### config.mk
export PLATFORM = sky130hd
export DESIGN_NAME = hufc_uart
export DESIGN_NICKNAME = d
export VERILOG_FILES = /design/src/verilog/hufc_uart.v
export VERILOG_INCLUDE_DIRS = /design/src /design/src/verilog
export SDC_FILE = /design/constraint.sdc
export NUM_CORES = 1
export LEC_CHECK = 0
export ABC_AREA = 0
export BUFFER_PORTS_ARGS = -buffer_cell sky130_fd_sc_hd__buf_2
export CORE_MARGIN = 4
export CORE_UTILIZATION = 60
export DETAILED_ROUTE_END_ITERATION = 10
export PLACE_DENSITY = 0.84
export SETUP_SLACK_MARGIN = 0.02
export SYNTH_ARGS = -nofsm -noshare
export SYNTH_HDL_FRONTEND = slang
export SYNTH_SLANG_ARGS = --single-unit
### constraint.sdc
create_clock -name sys_clk -period 4.05 [get_ports sys_clk]
set_input_delay 0.405 -clock sys_clk [delete_from_list [all_inputs] [get_ports sys_clk]]
set_output_delay 0.405 -clock sys_clk [all_outputs]
set_load 0.1 [all_outputs]
### src/verilog/hufc_map.vh
// Purpose: Constants for the host-link serial port with RTS/CTS flow control
// Assumes: Included by hufc_uart.v only
// Notes: Timing counts are in sys_clk cycles at 100 MHz
//
// Notes on behaviour
// - The port has only one line format, NRZ, and nothing selects another.
// - Each character is one frame opened by one start bit and closed by a stop bit.
// - Data goes least significant bit first and every bit lasts exactly one bit period.
// - When parity is on, its bit sits right after the top data bit and before the stop bit.
// - The port carries host-interface packets between the chip and an outside host.
// - Host transport uses 8 data bits, no parity, one stop bit and RTS/CTS flow control.
// - The link is crossed null-modem: data out to the far receive pin, RTS to far CTS.
// - There are no DTR or DSR signals; only data and the RTS/CTS pair are used.
// - The device holds RTS active only while it can take another received character.
// - The device starts a new character only while its CTS input is active.
// - The port shares four general-purpose pins and takes them only once software configures it.
// - The pins carry the port when the 4-bit pin function select equals all ones.
`ifndef HUFC_MAP_VH
`define HUFC_MAP_VH

`define HUFC_CLK_HZ 100000000
`define HUFC_BAUD 115200
`define HUFC_DATA_BITS 8
`define HUFC_SEL_UART 4'hf
`define HUFC_PIN_TXD 0
`define HUFC_PIN_RXD 1
`define HUFC_PIN_RTS 2
`define HUFC_PIN_CTS 3

`endif

### src/verilog/hufc_uart.v
// Purpose: NRZ serial port for host-interface packets, RTS/CTS flow, pins shared with GPIO
// Assumes: All inputs synchronous to sys_clk; pin_* are the four shared pad signals
// Notes: Pin 0 data out, pin 1 data in, pin 2 RTS out, pin 3 CTS in; flow signals active low
`timescale 1ns/1ps
`default_nettype none
`include "hufc_map.vh"

module hufc_uart #(
  parameter CLK_HZ = `HUFC_CLK_HZ,
  parameter BAUD = `HUFC_BAUD,
  parameter DATA_BITS = `HUFC_DATA_BITS
) (
  input wire sys_clk,
  input wire sys_rst,
  input wire [3:0] pin_function_select,
  input wire parity_en,
  input wire parity_odd,
  input wire [3:0] gpio_out,
  input wire [3:0] gpio_oe,
  output wire [3:0] gpio_in,
  input wire [3:0] pin_in,
  output wire [3:0] pin_out,
  output wire [3:0] pin_oe,
  input wire [DATA_BITS-1:0] tx_data,
  input wire tx_valid,
  output wire tx_ready,
  output reg [DATA_BITS-1:0] rx_data,
  output reg rx_valid,
  input wire rx_ack,
  output reg rx_frame_err,
  output reg rx_parity_err,
  output reg rx_overrun,
  input wire err_clear,
  output wire uart_active
);

  localparam integer BIT_CYC = CLK_HZ / BAUD;
  localparam integer HALF_CYC = BIT_CYC / 2;
  localparam integer CW = 16;
  // Bit period truncates; keep CLK_HZ close to a multiple of BAUD
  localparam integer BIT_LAST_I = BIT_CYC - 1;
  localparam integer HALF_LAST_I = HALF_CYC - 1;
  localparam integer NBITS_I = DATA_BITS;
  localparam [CW-1:0] BIT_LAST = BIT_LAST_I[CW-1:0];
  localparam [CW-1:0] HALF_LAST = HALF_LAST_I[CW-1:0];
  localparam [3:0] NBITS = NBITS_I[3:0];

  // Frame states, shared by both directions
  localparam [2:0] ST_IDLE = 3'h0;
  localparam [2:0] ST_START = 3'h1;
  localparam [2:0] ST_DATA = 3'h2;
  localparam [2:0] ST_PAR = 3'h3;
  localparam [2:0] ST_STOP = 3'h4;

  // ----------------------------------------
  // Pin sharing
  // ----------------------------------------
  // pins claimed by config
  assign uart_active = (pin_function_select == `HUFC_SEL_UART);

  // Both pad outputs are registers so the pads never see decode glitches
  reg tx_line_q;
  reg rts_n_q;
  wire rxd = uart_active ? pin_in[`HUFC_PIN_RXD] : 1'b1;
  // CTS is only read between frames; a frame in flight always finishes
  // crossed partner RTS as CTS
  wire cts_ok = uart_active & ~pin_in[`HUFC_PIN_CTS];

  // Port-mode levels per pad; input pads read back as 0
  wire [3:0] uart_out = {1'b0, rts_n_q, 1'b0, tx_line_q};

  // ----------------------------------------
  // Helpers
  // ----------------------------------------
  // null-modem pin roles
  function pin_drives;
    input integer idx;
    begin
      pin_drives = (idx == `HUFC_PIN_TXD) || (idx == `HUFC_PIN_RTS);
    end
  endfunction

  function [CW-1:0] cnt_next;
    input [CW-1:0] cnt;
    input restart;
    begin
      cnt_next = restart ? {CW{1'b0}} : cnt + 1'b1;
    end
  endfunction

  function parity_of;
    input [DATA_BITS-1:0] d;
    input odd;
    begin
      parity_of = (^d) ^ odd;
    end
  endfunction

  // One lane per shared pad; port mode drives only the two outputs
  genvar gi;
  generate
    for (gi = 0; gi < 4; gi = gi + 1)
    begin : g_pin
      assign pin_out[gi] = uart_active ? uart_out[gi] : gpio_out[gi];
      assign pin_oe[gi] = uart_active ? pin_drives(gi) : gpio_oe[gi];
      assign gpio_in[gi] = uart_active ? 1'b0 : pin_in[gi];
    end
  endgenerate

  // ----------------------------------------
  // Transmitter
  // ----------------------------------------
  reg [2:0] tx_st_q;
  reg [CW-1:0] tx_cnt_q;
  reg [3:0] tx_idx_q;
  reg [DATA_BITS-1:0] tx_sh_q;
  reg tx_par_q;
  wire tx_tick = (tx_cnt_q == BIT_LAST);

  // Combinational so the next byte can follow the stop bit directly
  // start only with CTS
  assign tx_ready = (tx_st_q == ST_IDLE) & cts_ok;

  always @(posedge sys_clk)
  begin
    if (sys_rst)
    begin
      tx_st_q <= ST_IDLE;
      tx_cnt_q <= 16'h0000;
      tx_idx_q <= 4'h0;
      tx_sh_q <= {DATA_BITS{1'b0}};
      tx_par_q <= 1'b0;
      tx_line_q <= 1'b1;
    end
    else
    begin
      tx_cnt_q <= cnt_next(tx_cnt_q, tx_st_q == ST_IDLE || tx_tick);
      case (tx_st_q)
        ST_IDLE:
        begin
          tx_line_q <= 1'b1;
          if (tx_valid && tx_ready)
          begin
            tx_line_q <= 1'b0;
            tx_sh_q <= tx_data;
            tx_par_q <= parity_of(tx_data, parity_odd);
            tx_idx_q <= 4'h0;
            tx_st_q <= ST_START;
          end
        end
        ST_START:
          if (tx_tick)
          begin
            tx_line_q <= tx_sh_q[0];
            tx_sh_q <= tx_sh_q >> 1;
            tx_st_q <= ST_DATA;
          end
        ST_DATA:
          if (tx_tick)
          begin
            if (tx_idx_q == NBITS - 4'h1)
            begin
              tx_line_q <= parity_en ? tx_par_q : 1'b1;
              tx_st_q <= parity_en ? ST_PAR : ST_STOP;
            end
            else
            begin
              tx_line_q <= tx_sh_q[0];
              tx_sh_q <= tx_sh_q >> 1;
              tx_idx_q <= tx_idx_q + 4'h1;
            end
          end
        ST_PAR:
          if (tx_tick)
          begin
            tx_line_q <= 1'b1;
            tx_st_q <= ST_STOP;
          end
        ST_STOP:
          if (tx_tick)
            tx_st_q <= ST_IDLE;
        default:
          tx_st_q <= ST_IDLE;
      endcase
    end
  end

  // ----------------------------------------
  // Receiver
  // ----------------------------------------
  reg [2:0] rx_st_q;
  reg [CW-1:0] rx_cnt_q;
  reg [3:0] rx_idx_q;
  reg [DATA_BITS-1:0] rx_sh_q;
  reg rx_par_q;
  wire rx_tick = (rx_cnt_q == BIT_LAST);

  always @(posedge sys_clk)
  begin
    if (sys_rst)
    begin
      rx_st_q <= ST_IDLE;
      rx_cnt_q <= 16'h0000;
      rx_idx_q <= 4'h0;
      rx_sh_q <= {DATA_BITS{1'b0}};
      rx_par_q <= 1'b0;
      rx_data <= {DATA_BITS{1'b0}};
      rx_valid <= 1'b0;
      rx_frame_err <= 1'b0;
      rx_parity_err <= 1'b0;
      rx_overrun <= 1'b0;
    end
    else
    begin
      // Host read frees the holding register
      if (rx_ack)
        rx_valid <= 1'b0;
      // Error flags: hardware set beats software clear
      if (err_clear)
      begin
        rx_frame_err <= 1'b0;
        rx_parity_err <= 1'b0;
        rx_overrun <= 1'b0;
      end
      rx_cnt_q <= cnt_next(rx_cnt_q, rx_st_q == ST_IDLE || rx_tick);
      case (rx_st_q)
        ST_IDLE:
          if (!rxd)
            rx_st_q <= ST_START;
        ST_START:
          if (rx_cnt_q == HALF_LAST)
          begin
            rx_cnt_q <= 16'h0000;
            rx_idx_q <= 4'h0;
            rx_par_q <= parity_odd;
            // Glitch shorter than half a bit is ignored
            rx_st_q <= rxd ? ST_IDLE : ST_DATA;
          end
        ST_DATA:
          if (rx_tick)
          begin
            rx_sh_q <= {rxd, rx_sh_q[DATA_BITS-1:1]};
            rx_par_q <= rx_par_q ^ rxd;
            rx_idx_q <= rx_idx_q + 4'h1;
            if (rx_idx_q == NBITS - 4'h1)
              rx_st_q <= parity_en ? ST_PAR : ST_STOP;
          end
        ST_PAR:
          if (rx_tick)
          begin
            if (rx_par_q ^ rxd)
              rx_parity_err <= 1'b1;
            rx_st_q <= ST_STOP;
          end
        ST_STOP:
          if (rx_tick)
          begin
            if (!rxd)
              rx_frame_err <= 1'b1;
            // Only a partner that ignores RTS can get here
            // overrun keeps old byte
            if (rx_valid && !rx_ack)
              rx_overrun <= 1'b1;
            else
            begin
              rx_data <= rx_sh_q;
              rx_valid <= 1'b1;
            end
            // Stop sampled mid-bit; back to idle leaves half a bit for next edge
            rx_st_q <= ST_IDLE;
          end
        default:
          rx_st_q <= ST_IDLE;
      endcase
    end
  end

  // ----------------------------------------
  // Flow control
  // ----------------------------------------
  // RTS only when free
  // Lags a start edge by one cycle; the partner is mid-character then anyway
  always @(posedge sys_clk)
  begin
    if (sys_rst)
      rts_n_q <= 1'b1;
    else
      rts_n_q <= ~((rx_st_q == ST_IDLE) & ~rx_valid);
  end

endmodule // hufc_uart
`default_nettype wire

* After elaboration in Yosys (flattened, before gate mapping)
Index checks and enable logic that the tools add are counted.
Storage, ports and cells: register bits 78, output and inout bits 26
Cells by class: equal/unequal tests 27, $add $sub $neg 4, muxes and demuxes 70, reductions and logical operators 22, bitwise operators 9
Operators with widths (count):
- $mux W16 | 3
- $mux W3 | 13
- $mux W1 | 37
- $add A16 B1 Y16 const B | 2
- $eq A16 B10 Y1 const B | 2
- $mux W8 | 4
- $pmux W3 S5 | 2
- $ne A2 B2 Y1 const B | 12
- $pmux W8 S3 | 1
- $mux W4 | 5
- $eq A16 B9 Y1 const B | 1
- $pmux W4 S2 | 2
- $eq A3 B2 Y1 const B | 4
- $reduce_and A6 Y1 | 2
- $add A4 B1 Y4 const B | 2
- $eq A4 B3 Y1 const B | 2
- $reduce_and A4 Y1 | 2
- $reduce_xor A8 Y1 | 1
- $eq A3 B1 Y1 const B | 2
- $eq A3 B3 Y1 const B | 2
- $logic_not A3 Y1 | 2
- $reduce_and A3 Y1 | 2
- $reduce_and A5 Y1 | 1
- $eq A4 B4 Y1 const B | 1
- other kinds (15) | 25

* Logic depth before layout (Yosys ltp)
depth in word-level cells 6, mapped depth 8, depth with buffers taken out 7

* Worst setup path before layout
Ideal clock, no wire load.
path type input -> output, from input pin_function_select[2], to output tx_ready, arrival 3.025 ns, path buffers 1, cell stages on the path 3, required time 3.645 ns, path slack 0.620 ns, cell sequence nand4_1 > clkbuf_1 > nor3b_1
Between the ends: cells in the longest elaborated chain, start to end 3
RTL lines:
- start, declared | RTL line hufc_uart.v:15 | input wire [3:0] pin_function_select,
- $eq A4 B4 Y1 (no line)
- $and A1 B1 Y1 | RTL line hufc_uart.v:67 | wire cts_ok = uart_active & ~pin_in[`HUFC_PIN_CTS];
- $and A1 B1 Y1 | RTL line hufc_uart.v:122 | assign tx_ready = (tx_st_q == ST_IDLE) & cts_ok;
- end, declared | RTL line hufc_uart.v:26 | output wire tx_ready,
Every way passes these cells.

* Final worst setup path
from register tx_cnt_q[0], to register tx_sh_q[7]
Between the ends: cells in the longest elaborated chain, start to end 3
RTL lines:
- start, declared | RTL line hufc_uart.v:114 | reg [CW-1:0] tx_cnt_q;
- start signal, assigned | RTL line hufc_uart.v:137 | tx_cnt_q <= cnt_next(tx_cnt_q, tx_st_q == ST_IDLE || tx_tick);
- $eq A16 B10 Y1 (*) | RTL line hufc_uart.v:118 | wire tx_tick = (tx_cnt_q == BIT_LAST);
- $ne A2 B2 Y1 (no line)
- $reduce_and A5 Y1 (no line) (*)
- end signal, assigned | RTL line hufc_uart.v:131 | tx_sh_q <= {DATA_BITS{1'b0}};
- end signal, assigned | RTL line hufc_uart.v:145 | tx_sh_q <= tx_data;
- end signal, assigned | RTL line hufc_uart.v:155 | tx_sh_q <= tx_sh_q >> 1;
- end, declared | RTL line hufc_uart.v:116 | reg [DATA_BITS-1:0] tx_sh_q;
Mark *: on every way between the ends. The rest lies on a longest branch, timed or not. A chain may end at the register's enable or synchronous reset.

==> results.toml <==
[final_layout]
ff_latch_area_um2 = 1562
final_nets = 517
antenna_cells = 0
fillers = 450
multi_input_area_um2 = 2033
syn2layout_area_growth_pct = 13.72
drive_above_1_share_pct = 15.84

[grt]
grt_pass1_wl_um = 12430
grt_util_all_layers_pct = 20.30
grt_remaining_overflow = 0
grt_max_degree = 50
grt_pass1_vias = 2929
antenna_found_initial = 0

[timing]
hold_violations = 0
slew_viol_final = 0
fmax_mhz = 399.6
finalClockSkew_ns = 0.007031
finalSetupTns_ns = 0
fin_crit_sh_pct = 61.79
fin_crit_ns = 2.502
fin_hold_ws_ns = 0.3182
rsz0062_at_grt = "no"
relSlewSlack_pct = 22.92
worstMarginPinSlew_ns = 1.147
setup_viol = 0

[synthesis]
synth_area_leaders = "dfxtp_1 (42%), nor2_1 (6.7%), mux2i_1 (6.5%)"
synth_top_area_cell = "dfxtp_1"
synth.most_common_cell = "dfxtp_1"
yosysSeqAreaShare_pct = 42.08
yosys_warnings = 0
yosys-top-cells-count = "dfxtp_1 (78), nor2_1 (66), a21oi_1 (29)"
synth_cells = 431
ys_async_sr_fraction_pct = 0
yosysUniqueCellTypes = 46
synth_seq_cells = 78
synth.avg_cell_area_um2 = 8.610
synth-main-ff-cell = "dfxtp_1"
synth_edf_count = 0
synth_top_area_share_pct = 42.08
netlist_area_um2 = 3711
synth_nets = 467

[worst_hold_path]
holdPathStages = 3
hold_path_class = "primary input to flip-flop"
hp-start = "tx_data[7]"
hold_end = "tx_sh_q[7]"

[routing]
drt-pass1-iter-count = 4
drt_iter0_drc = 258
via_per_inst = 5.640
route.vias.total = 3164
drcViolationCount = 0
drtAntennaViolNets = 0
wl_per_cell_um = 13.22
routed_wl_um = 7418

[setup_path]
startpoint_type = "flip-flop"
path_class = "flip-flop to flip-flop"
rr_worst_depth = 6
crit_arrival_ns = 2.78
reg2reg_to = "tx_sh_q[7]"
crit_path_end_kind = "flip-flop"
r2r-start = "tx_cnt_q[0]"
cp_data_required_time_ns = 4.33
crit_fanout = 15
r2r_setup_slack_ns = 1.55
startpoint = "tx_cnt_q[0]"

[clock_tree]
clk_pin_slew_ns = 0.08
h-tree-depth = 3
tritoncts = "yes"
cts_setup_buffers = 0
clock-sinks = 78
clock_latency_ns = 0.35
clockRootBuffer = "clkbuf_8"
hold_buffers = 0
clk_path_buf_depth = 2
cts_made_buffers = 9
ctsResizeCount = 0

[floorplanning]
io_pins = 57
die_area_um2 = 7507
die_w_um = 86.65
start_util_pct = 62.31
std_cell_rows = 28
die_y_um = 86.65
core_um2 = 5956

[placed_design]
dpl.hpwl_um = 5300
port_buffers = 56
routabilityCongestion = 0.8341

[job]
max_cap_viol_count = 0

[outcome]
status = "complete, no violations"

[pwr]
irDropWorstVdd_uv = 253.5
power_density_nw_per_um2 = 415.7
p_leak_uw = 0.001613
[worst max path at each step]
stage                       endpoint  slack [ns]
after detailed placement    tx_par_q        1.43
after CTS                 tx_sh_q[7]        1.59
final                     tx_sh_q[7]        1.55
after global placement      tx_par_q        1.53
after global routing      tx_sh_q[3]        1.41
after floorplan             tx_ready        0.62
[registers in the layout, summed over array words and instances (netlist names)]
name / cells
rx_sh_q: 8
tx_st_q: 3
rx_cnt_q: 16
rx_parity_err: 1
tx_idx_q: 4
rx_frame_err: 1
rx_par_q: 1
rx_st_q: 3
rx_valid: 1
rts_n_q: 1
tx_line_q: 1
rx_data: 8
tx_cnt_q: 16
rx_overrun: 1
tx_sh_q: 8
rx_idx_q: 4
tx_par_q: 1
[cell usage in the layout (no fill, tap or decap), types with 6 or more instances in the layout]
cell type   n
clkbuf_8    9
and2_1     12
o21ai_0    13
mux2i_1    24
or3_1      16
xor2_1     15
buf_2      56
a21oi_1    29
xnor2_1    24
nand4_1     9
and3_1      6
inv_1      12
nand2b_1    7
dfxtp_1    78
nor2_1     66
nor3_1     16
nand2_1    24
nand3_1    15
[routing by layer]
layer	vias to the layer above	global-route usage [%]	routed length, um
li1	1605	-	-
met1	1432	25.28	3306
met2	105	32.89	3407
met3	22	4.468	517
met4	0	10.48	187
met5	-	0	0
[where the power goes]
part | internal [uW] | total, uW | switching [uW]
sequential | 794 | 823 | 29.4
combinational | 110 | 337 | 228
clock | 293 | 594 | 301
[cell type report]
cell class                 instances  share of cell area (%)
sequential                        78                   37.00
multi-input combinational        324                   48.18
clock buffer                       9                   2.935
clock inverter                     7                   1.957
inverter                          12                   1.067
timing repair buffer              56                   6.641
tap                               75                   2.224
[metrics by stage]
| step | cells | area, um^2 | total power, uW | setup slack, ns | utilization, % |
|---|---|---|---|---|---|
| final | 561 | 4220 | 1754 | 1.548 | 70.86 |
| after global routing | 561 | 4220 | 1835 | 1.406 | 70.86 |
| after CTS | 561 | 4220 | 1770 | 1.592 | 70.86 |
| after detailed placement | 545 | 4014 | 1175 | 1.427 | 67.40 |
| after global placement | 545 | 4014 | 1167 | 1.529 | 67.40 |
| after floorplan | 431 | 3711 | 1107 | 0.6205 | - |
[logic make-up (layout without fill, tap and decap cells)]
| kind of cell | Yosys count | in the layout | synth area share, % |
|---|---|---|---|
| adders and majority gates | 5 | 5 | 1.686 |
| buffers and inverters | 29 | 84 | 3.135 |
| muxes | 24 | 24 | 6.473 |
| and+or+nand+nor | 197 | 197 | 27.55 |
| xor gates and xnor gates | 40 | 40 | 9.811 |
| AOI/OAI and AO/OA | 58 | 58 | 9.272 |
| DFF | 78 | 78 | 42.08 |
[worst max-delay path, cell delays in order, from the launching register on]
cell and delay [ns]:
dfxtp_1 0.33, ha_1 0.27, nor4b_1 0.18, and4_1 0.29, nor3_1 0.90, o21ai_0 0.28
a21oi_1 0.18
(Power assumes the default switching activity.)
